--- src/rtl/lsf_pkg.sv ---
// Purpose: Shared constants for the light sample FIFO status block
// Assumes: 8-bit register port, one clock domain
// Notes:   Counts are in sample sets, never bytes

package lsf_pkg;

	// ****************************************************************
	// Register map
	// ****************************************************************
	localparam logic [7:0] LSF_ADDR_LEVEL = 8'hf0;
	localparam logic [7:0] LSF_ADDR_CTRL  = 8'hf1;

	// Control register field positions
	localparam int LSF_BIT_RSVD  = 7;
	localparam int LSF_BIT_LSB   = 6;
	localparam int LSF_THR_HI    = 5;
	localparam int LSF_THR_LO    = 3;
	localparam int LSF_BIT_FLUSH = 2;
	localparam int LSF_BIT_EMPTY = 1;
	localparam int LSF_BIT_OVF   = 0;

	// Reset values
	localparam logic [7:0] LSF_LEVEL_RST = 8'h00;
	localparam logic [2:0] LSF_THR_RST   = 3'h0;

	// ****************************************************************
	// Counts
	// ****************************************************************
	localparam int         LSF_CNT_W      = 10;
	localparam logic [9:0] LSF_SAT_DUAL   = 10'd256;
	localparam logic [9:0] LSF_SAT_DUAL_W = 10'd512;
	localparam logic [9:0] LSF_SAT_CRGB   = 10'd128;
	localparam logic [9:0] LSF_SAT_CRGB_W = 10'd256;
	localparam logic [9:0] LSF_THR_STEP   = 10'd16;
	localparam logic [9:0] LSF_FIELD_MAX  = 10'd255;
	localparam logic [9:0] LSF_FIELD_MAXW = 10'd511;
	localparam logic [1:0] LSF_SEL_DUAL   = 2'h0;
	localparam logic [1:0] LSF_SEL_CRGB   = 2'h3;

endpackage

--- src/rtl/lsf_set_fifo.sv ---
// Purpose: Small valid/ready FIFO for incoming sample sets
// Assumes: Single clock, asynchronous active-high reset
// Notes:   in_ready is registered so it never depends on out_ready

`timescale 1ns/10ps

module lsf_set_fifo #(
	parameter int WIDTH = 32,
	parameter int DEPTH = 4
) (
	input  wire logic             clk,
	input  wire logic             rst,
	input  wire logic             in_valid,
	output logic                  in_ready,
	input  wire logic [WIDTH-1:0] in_data,
	output logic                  out_valid,
	input  wire logic             out_ready,
	output logic [WIDTH-1:0]      out_data
);
	localparam int AW = $clog2(DEPTH);

	typedef struct packed {
		logic [DEPTH-1:0][WIDTH-1:0] mem;
		logic [AW:0]                 cnt;
		logic [AW-1:0]               rp;
		logic [AW-1:0]               wp;
		logic                        rdy;
	} lsf_fifo_s;

	lsf_fifo_s q_ff;
	lsf_fifo_s nxt_q;
	logic      push;
	logic      pop;

	// ****************************************************************
	// Next state
	// ****************************************************************
	always_comb
	begin
		nxt_q = q_ff;
		push  = in_valid && q_ff.rdy;
		pop   = out_ready && (q_ff.cnt != '0);
		if (push)
		begin
			nxt_q.mem[q_ff.wp] = in_data;
			nxt_q.wp           = q_ff.wp + 1'b1;
		end
		if (pop)
			nxt_q.rp = q_ff.rp + 1'b1;
		nxt_q.cnt = q_ff.cnt + {{AW{1'b0}}, push} - {{AW{1'b0}}, pop};
		// Registered ready from the next count: all DEPTH slots usable, no comb path back
		nxt_q.rdy = (nxt_q.cnt < (AW+1)'(DEPTH));
	end

	// State register
	always_ff @(posedge clk or posedge rst)
	begin
		if (rst)
			q_ff <= '{default: '0};
		else
			q_ff <= nxt_q;
	end

	assign in_ready  = q_ff.rdy;
	assign out_valid = (q_ff.cnt != '0);
	assign out_data  = q_ff.mem[q_ff.rp];

endmodule

--- src/rtl/lsf_fill_status.sv ---
// Purpose: Fill level, threshold flag and control/status registers of the sample FIFO
// Assumes: Register port is a simple strobe interface behind the serial bus
// Notes:   Sample storage lives outside; this block counts sets and gates writes
//
// Functional notes
// - Fill level counts complete sample sets of all active channels, not bytes.
// - Channel select 0: one count unit equals one two-channel set.
// - Channel select 3: one count unit equals one clear/red/green/blue set.
// - Wide off: level is 8-bit field; wide on: field above the extra bit.
// - Saturate at 256/512 for select 0, 128/256 for select 3.
// - Count at or above threshold sets flag; interrupt only when enabled.
// - Threshold code 0 means none; else sixteen times code, doubled when wide.
// - Flush zeroes the set count and stalls the drain, keeps overflow; issue only when sensing off.
// - Empty flag resets to one; reads from empty FIFO return zero.
// - Overflow sets when full, blocks writes; a FIFO data read clears it.

`timescale 1ns/10ps

module lsf_fill_status
	import lsf_pkg::*;
#(
	parameter int DW    = 32,
	parameter int DEPTH = 4
) (
	input  wire logic          clk,
	input  wire logic          rst,
	input  wire logic [1:0]    photodiode_channel_select,
	input  wire logic          wide_sample_setting,
	input  wire logic          threshold_irq_enable,
	input  wire logic          set_valid,
	output logic               set_ready,
	input  wire logic [DW-1:0] set_data,
	input  wire logic          store_ready,
	output logic               store_valid,
	output logic [DW-1:0]      store_data,
	input  wire logic          set_read,
	output logic               read_zero,
	input  wire logic [7:0]    reg_addr,
	input  wire logic          reg_wr,
	input  wire logic [7:0]    reg_wdata,
	input  wire logic          reg_rd,
	output logic [7:0]         reg_rdata,
	output logic               threshold_reached_flag,
	output logic               threshold_irq
);
	import lsf_pkg::*;

	typedef struct packed {
		logic [LSF_CNT_W-1:0] cnt;
		logic                 ovf;
		logic [2:0]           thr_code;
		logic                 rsvd;
		logic                 flush;
		logic [7:0]           rdata;
		logic                 flag;
		logic                 irq;
		logic                 st_valid;
		logic [DW-1:0]        st_data;
		logic                 rd_zero;
	} lsf_state_s;

	lsf_state_s           q_ff;
	lsf_state_s           nxt_q;
	logic                 fifo_valid;
	logic                 fifo_pop;
	logic [DW-1:0]        fifo_data;
	logic [LSF_CNT_W-1:0] sat;
	logic [LSF_CNT_W-1:0] thr;
	logic                 full;
	logic                 inc;
	logic                 dec;
	logic [8:0]           lvl;

	// ****************************************************************
	// Decode helpers
	// ****************************************************************

	// Saturation point in sets for the channel and width setting
	function automatic logic [LSF_CNT_W-1:0] lsf_sat(input logic [1:0] sel, input logic wide);
		if (sel == LSF_SEL_CRGB)
			return wide ? LSF_SAT_CRGB_W : LSF_SAT_CRGB;
		return wide ? LSF_SAT_DUAL_W : LSF_SAT_DUAL;
	endfunction

	// Threshold in sets; zero code never matches since the flag is gated
	function automatic logic [LSF_CNT_W-1:0] lsf_thr(input logic [2:0] code, input logic wide);
		logic [LSF_CNT_W-1:0] t;
		t = LSF_THR_STEP * {7'h00, code};
		return wide ? {t[LSF_CNT_W-2:0], 1'b0} : t;
	endfunction

	// Level as {field, low bit}; clipped since the top saturation value needs one more bit
	function automatic logic [8:0] lsf_level(input logic [LSF_CNT_W-1:0] c, input logic wide);
		logic [LSF_CNT_W-1:0] v;
		v = c;
		if (wide)
		begin
			if (c > LSF_FIELD_MAXW)
				v = LSF_FIELD_MAXW;
			return {v[8:1], v[0]};
		end
		if (c > LSF_FIELD_MAX)
			v = LSF_FIELD_MAX;
		return {v[7:0], 1'b0};
	endfunction

	// ****************************************************************
	// Incoming set buffer
	// ****************************************************************
	lsf_set_fifo #(
		.WIDTH (DW),
		.DEPTH (DEPTH)
	) u_set_fifo (
		.clk       (clk),
		.rst       (rst),
		.in_valid  (set_valid),
		.in_ready  (set_ready),
		.in_data   (set_data),
		.out_valid (fifo_valid),
		.out_ready (fifo_pop),
		.out_data  (fifo_data)
	);

	// Drain stalls during flush or when storage is busy, so the buffer fills honestly
	assign fifo_pop = fifo_valid && store_ready && !q_ff.flush;

	// ****************************************************************
	// Next state
	// ****************************************************************
	always_comb
	begin
		nxt_q          = q_ff;
		sat            = lsf_sat(photodiode_channel_select, wide_sample_setting);
		thr            = lsf_thr(q_ff.thr_code, wide_sample_setting);
		full           = (q_ff.cnt >= sat);
		inc            = fifo_pop && !full;
		dec            = set_read && (q_ff.cnt != '0);
		lvl            = lsf_level(q_ff.cnt, wide_sample_setting);
		nxt_q.st_valid = inc;
		nxt_q.st_data  = fifo_data;
		nxt_q.rd_zero  = set_read && (q_ff.cnt == '0);

		// Count whole sets; flush wins over both directions
		if (q_ff.flush)
			nxt_q.cnt = '0;
		else
			nxt_q.cnt = q_ff.cnt + {{(LSF_CNT_W-1){1'b0}}, inc} - {{(LSF_CNT_W-1){1'b0}}, dec};

		// Overflow: a dropped set beats a same-cycle read clear; flush leaves it alone
		if (fifo_pop && full)
			nxt_q.ovf = 1'b1;
		else if (set_read)
			nxt_q.ovf = 1'b0;

		// Control register write
		if (reg_wr && (reg_addr == LSF_ADDR_CTRL))
		begin
			nxt_q.rsvd     = reg_wdata[LSF_BIT_RSVD];
			nxt_q.thr_code = reg_wdata[LSF_THR_HI:LSF_THR_LO];
			nxt_q.flush    = reg_wdata[LSF_BIT_FLUSH];
		end

		// Register read, unmapped reads as zero
		nxt_q.rdata = q_ff.rdata;
		if (reg_rd)
		begin
			unique case (reg_addr)
				LSF_ADDR_LEVEL: nxt_q.rdata = lvl[8:1];
				LSF_ADDR_CTRL:  nxt_q.rdata = {q_ff.rsvd, lvl[0], q_ff.thr_code, q_ff.flush,
					(q_ff.cnt == '0), q_ff.ovf};
				default:        nxt_q.rdata = 8'h00;
			endcase
		end

		// Level-type threshold flag, interrupt gated by enable
		nxt_q.flag = (q_ff.thr_code != 3'h0) && (q_ff.cnt >= thr);
		nxt_q.irq  = nxt_q.flag && threshold_irq_enable;
	end

	// State register
	always_ff @(posedge clk or posedge rst)
	begin
		if (rst)
		begin
			q_ff          <= '{default: '0};
			q_ff.thr_code <= LSF_THR_RST;
			q_ff.rdata    <= LSF_LEVEL_RST;
		end
		else
			q_ff <= nxt_q;
	end

	assign store_valid            = q_ff.st_valid;
	assign store_data             = q_ff.st_data;
	assign read_zero              = q_ff.rd_zero;
	assign reg_rdata              = q_ff.rdata;
	assign threshold_reached_flag = q_ff.flag;
	assign threshold_irq          = q_ff.irq;
endmodule

--- config.mk ---
export PLATFORM = sky130hd
export DESIGN_NAME = lsf_fill_status
export DESIGN_NICKNAME = d
export VERILOG_FILES = /design/src/rtl/lsf_pkg.sv /design/src/rtl/lsf_set_fifo.sv /design/src/rtl/lsf_fill_status.sv
export SDC_FILE = /design/constraint.sdc
export NUM_CORES = 1
export LEC_CHECK = 0
export BUFFER_PORTS_ARGS = -buffer_cell sky130_fd_sc_hd__buf_2
export CORE_ASPECT_RATIO = 1.4
export CORE_MARGIN = 2
export CORE_UTILIZATION = 55
export CTS_CLUSTER_DIAMETER = 80
export DETAILED_ROUTE_END_ITERATION = 16
export GPL_ROUTABILITY_DRIVEN = 0
export PLACE_DENSITY = 0.73
export SETUP_SLACK_MARGIN = 0.2
export SYNTH_ARGS = -nofsm -noshare
export SYNTH_HDL_FRONTEND = slang
export SYNTH_HIERARCHICAL = 1
export SYNTH_SLANG_ARGS = --single-unit
--- constraint.sdc ---
create_clock -name clk -period 7.6 [get_ports clk]
set_input_delay 1.14 -clock clk [delete_from_list [all_inputs] [get_ports clk]]
set_output_delay 1.14 -clock clk [all_outputs]
set_load 0.01 [all_outputs]
* Word-level counts from Yosys, hierarchy flattened *
Cells that the tools add are included.

operators by class
  $add $sub $neg = 6
  $lt $le $gt $ge = 8
  eq/ne operators = 3
  multiplexer cells = 21
  reduce and logical (&&, ||, !) cells = 19

operators with widths
  cell                                                                              number
  128-bit bitwise mux                                                               1
  32-bit binary-select mux with 2-bit select                                        1
  32-bit demux with 2-bit select                                                    1
  32-bit two-way mux                                                                2
  10-bit two-way mux                                                                4
  9-bit two-way mux                                                                 4
  8-bit two-way mux                                                                 3
  8-bit == test, second input constant                                              2
  8-bit one-hot mux with 2 select lines                                             1
  1-bit logical AND                                                                 12
  10-bit by 1-bit adder with 10-bit output                                          1
  10-bit greater-or-equal comparator                                                1
  10-bit by 8-bit greater-or-equal comparator with 1-bit output                     1
  10-bit by 8-bit greater-than comparator with 1-bit output, second input constant  1
  10-bit by 9-bit greater-than comparator with 1-bit output, second input constant  1
  10-bit zero test                                                                  1
  10-bit nonzero test                                                               1
  10-bit by 1-bit subtractor with 10-bit output                                     1
  2-bit by 3-bit less-than comparator with 1-bit output, second input constant      2
  3-bit nonzero test                                                                2
  2-bit by 1-bit adder with 2-bit output, second input constant                     2
  1-bit two-way mux                                                                 4
  3-bit by 1-bit adder with 3-bit output                                            1
  3-bit less-than comparator, second input constant                                 1
  other kinds (5)                                                                   6

storage, ports and cells
  register bits = 196
  bits of input ports = 59
  output and inout port bits = 45
  word-level logic and storage cells = 76

* Logic depth before layout (Yosys ltp) *
  depth in word-level cells = 9
  mapped depth = 17
  gate-level depth less buffers = 17

* Cells and area by module *
The synthesis kept the hierarchy.

modules (own cells, without submodules)
  module           instances  cells an instance  area an instance (um2)  sequential area each (um2)
  lsf_set_fifo     1          344                5911.9                  3403.3
  lsf_fill_status  1          285                3200.6                  1501.4

* Worst setup path after synthesis *
Ideal clock, no wire load.

  path kind = in2reg
  start point = input wide_sample_setting
  end point = register q_ff[58] (netlist name)
  library setup time = 0.125 ns
  arrival = 4.328 ns
  required time = 7.475 ns
  setup slack = 3.147 ns
  stages on the path = 17
  buffers on the path = 1
  path through = buf_4 inv_1 ha_1 inv_1 ha_1 and3b_1 a221o_1 a21oi_1 nand2_1 ha_1 inv_1 ha_1 fa_1 a211o_1 a31oi_1 o31ai_1 mux2_2

RTL lines
  element          RTL line               source
  start, declared  lsf_fill_status.sv:28  input wire logic wide_sample_setting,

==> impl_metrics.tcl <==
set metrics [dict create \
    ys_ff_latch 196 \
    cts_buffer_depth 2 \
    path_delay_family "adder cells" \
    synthesis.nets 724 \
    p_switching_mw 1.44 \
    endpoint_kind "flop" \
    post-cts-setup-buffers 0 \
    worstPathMaxFanout 13 \
    grt_first_pass_wirelength_um 28200 \
    fin_tns_setup_ps 0 \
    async_reset_ff_share_pct 100 \
    grt_start_max_net_pins 87 \
    ys_seq_area_share_pct 53.8 \
    syn_avg_cell_area_um2 14.5 \
    internal-power_mw 2.93 \
    cts_tree "yes" \
    worst_pin_slew_ps 1070 \
    start_util_pct 56.3 \
    synth_top_area_cell "dfrtp_1" \
    htreeDepth 4 \
    yosys-top-cells-area "dfrtp_1 (54%), mux2_2 (16%), mux4_2 (7.9%)" \
    peakVddDrop_mv 0.261 \
    finalCriticalPeriod_ps 4380 \
    postCtsHoldBufs 0 \
    yosys_warnings 6 \
    grt_pass1_vias 5553 \
    root_buffer "clkbuf_16" \
    io-pin-count 104 \
    seqCellArea_um2 4910 \
    worstSetupStartpointType "input port" \
    dp_hpwl_um 11400 \
    clk_latency_ps 430 \
    reg2reg_from "q_ff[57]" \
    setup_ws_ps 3220 \
    clkPwrFrac_pct 19.5 \
    wire_per_inst_um 19.1 \
    netlist_instances 629 \
    die_h_um 156 \
    setup_viol 0 \
    crit_type "input port to flop" \
    rsz0062_at_grt "no" \
    crit_buf_inv 4 \
    cpPeakStageDelay_ps 440 \
    route.detailed.drc 0 \
    clock_sinks 196 \
    min_path_type "flop to flop" \
    coreArea_um2 16200 \
    yosys_most_used_dff "dfrtp_1" \
    post_drt_via_cell_ratio 5.72 \
    synth-edff-count 0 \
    drt-pass1-iter-count 4 \
    yosysTopAreaCellShare_pct 53.8 \
    drive_gt1_share_pct 45.5 \
    max_freq_ghz 0.228 \
    grt_usage_pct 20.8 \
    sw_frac_of_total_pct 33.0 \
    critPathRequiredTime_ps 7920 \
    r2r_setup_slack_ps 3930 \
    cts.clk_slew.worst_paths_ps 70 \
    die_area_um2 17600 \
    synth_cell_types 55 \
    power_frac_comb_pct 37.1 \
    routed-via-count 5156 \
    cap_violations 0 \
    arrival_ps 4700 \
    maxSlewViolCount 0 \
    wirelength_um 17200 \
    r2r-end "q_ff[58]" \
    min_from "u_set_fifo/q_ff[89]" \
    fillers 1235 \
    hold_path_end "u_set_fifo/q_ff[89]" \
    seqPwrFrac_pct 43.4 \
    whs_ps 502 \
    nNetsFinal 781 \
    syn_to_final_growth_pct 10.2 \
    cts_made_buffers 17 \
    hold_viol 0 \
    min_path_cells 1 \
    cp.depth 17 \
    multiInputGateArea_um2 3680 \
    drtIter0Drc 222 \
    relSlewSlack_pct 28.8 \
    p_leak_nw 4.64 \
    antenna_found_initial 1 \
    slowest_stage "fa_1" \
    cts_resized 0 \
    grt_overflow_total 0 \
    portBuffers 100 \
    power.density_nw_per_um2 435 \
    preCtsSetupSlack_ps 2770 \
    cp_common_cell "ha_1" \
    rows 55 \
    worst_r2r_path_depth 14 \
    finalCritPeriodShare_pct 57.6 \
    ant_nets 0 \
    clock-skew-final_ps 6.55 \
    status "finished, final reports clean" \
    die_w_um 113 \
    worstPathCellList "buf_2 > inv_1 > ha_1 > inv_1 > ha_1 > and3b_1 > a221o_1 > a21oi_1 > nand2_1 > ha_1 > inv_1 > ha_1 > fa_1 > a211o_1 > a31oi_1 > o31ai_1 > mux2_2" \
    synth_area_um2 9110 \
]
-- cells by family after synthesis --
group	share of synthesized area, %
flops	53.8
mux	25.4
buf+inv	6.03
simple gates	4.70
compound gates	4.19
fa+ha+maj	5.11
xor+xnor	0.769
-- flip-flops by register name (all words and copies together), names as in the netlist --
signal	flops
u_set_fifo/q_ff	135
store_data	32
q_ff	16
reg_rdata	8
read_zero	1
store_valid	1
threshold_irq	1
threshold_reached_flag	1
u_set_fifo/in_ready	1
-- cell usage in the layout (no fill, tap or decap), types with 2 or more instances in the layout --
cell type / instances
a211o_1: 3
a21oi_1: 7
a221o_1: 2
a31oi_1: 11
and2_1: 2
and3_1: 2
buf_2: 100
buf_4: 3
clkbuf_16: 17
clkinv_2: 2
clkinv_4: 2
dfrtp_1: 194
dfrtp_2: 2
diode_2: 3
fa_1: 2
ha_1: 34
inv_1: 27
inv_6: 7
inv_8: 3
mux2_2: 133
mux2_4: 5
mux2i_1: 2
mux4_2: 32
nand2_1: 16
nand2b_1: 3
nand3_2: 4
nor2_1: 20
nor2b_1: 7
nor3_1: 2
nor4_4: 2
o21bai_1: 2
o221ai_1: 8
o31a_1: 3
o31ai_1: 2
or3_1: 3
xnor2_1: 5
xor2_1: 3
-- metrics by stage --
stage / area, um^2 / power (mW) / cells / utilization (%)
after floorplan: 9110 / 3.21 / 629 / -
after global placement: 9470 / 3.43 / 866 / 58.6
after CTS: 10000 / 4.42 / 898 / 62.1
after global routing: 10000 / 4.66 / 898 / 62.1
after detailed placement: 9470 / 3.55 / 866 / 58.6
final: 10000 / 4.37 / 901 / 62.1
-- per-layer routing --
layer | wire, um | track usage [%] | part of all wire [%] | vias up
li1 | - | - | - | 2351
met3 | 872 | 5.42 | 5.1 | 20
met1 | 6660 | 23.4 | 39 | 2663
met5 | 0 | 0 | 0 | -
met2 | 9430 | 38.2 | 55 | 122
met4 | 252 | 7.20 | 1.5 | 0
-- Yosys cell counts, types with 2 or more instances --
library cell    n
nor3_1          2
xor2_1          3
mux2_2        133
o31ai_1         2
fa_1            2
nor2b_1         7
a31oi_1        11
and2_1          2
ha_1           34
o21bai_1        2
dfrtp_1       196
mux2_4          5
a211o_1         3
a21oi_1         7
xnor2_1         5
or3_1           3
clkbuf_1        5
buf_2          16
o31a_1          3
nor4_4          2
nor2_1         20
mux4_2         32
buf_4          41
nand3_1         5
buf_6           3
mux2i_1         2
nand2b_1        3
nand2_1        16
a221o_1         2
inv_1          29
o221ai_1        8
and3_1          2
-- area by class of cell --
cell class                      count  share of cell area, %
Sequential cell                   196                   48.9
Inverter                           29                   1.13
Clock inverter                     15                   1.37
Antenna cell                        3                 0.0748
Clock buffer                       17                   4.24
Multi-Input combinational cell    339                   36.6
Tap cell                          199                   2.48
Timing Repair Buffer              103                   5.21
-- worst max path at each step --
stage / start / slack [ps] / end
after floorplan: rst / 2820 / u_set_fifo/in_ready
after global placement: wide_sample_setting / 2840 / q_ff[58]
after detailed placement: wide_sample_setting / 2770 / q_ff[58]
after CTS: wide_sample_setting / 3220 / q_ff[58]
after global routing: wide_sample_setting / 2950 / q_ff[58]
final: wide_sample_setting / 3220 / q_ff[58]
-- power by group through the flow --
stage | sequential [mW] | combinational (mW) | clock (mW)
floorplan | 1.74 | 1.47 | 0
global placement | 1.87 | 1.56 | 0
global route | 1.96 | 1.79 | 0.913
finish | 1.90 | 1.62 | 0.851
CTS | 1.90 | 1.64 | 0.873
detailed placement | 1.92 | 1.63 | 0
-- worst register-to-register path, cell delays in order (launching register included) --
cell     delay, ps
dfrtp_1        480
inv_1          140
ha_1           300
and3b_1        160
a221o_1        320
a21oi_1        210
nand2_1         90
ha_1           290
inv_1           40
ha_1           210
fa_1           440
a211o_1        330
a31oi_1        190
o31ai_1         90
mux2_2         270
Note: power is estimated with default switching activity, not from simulation.
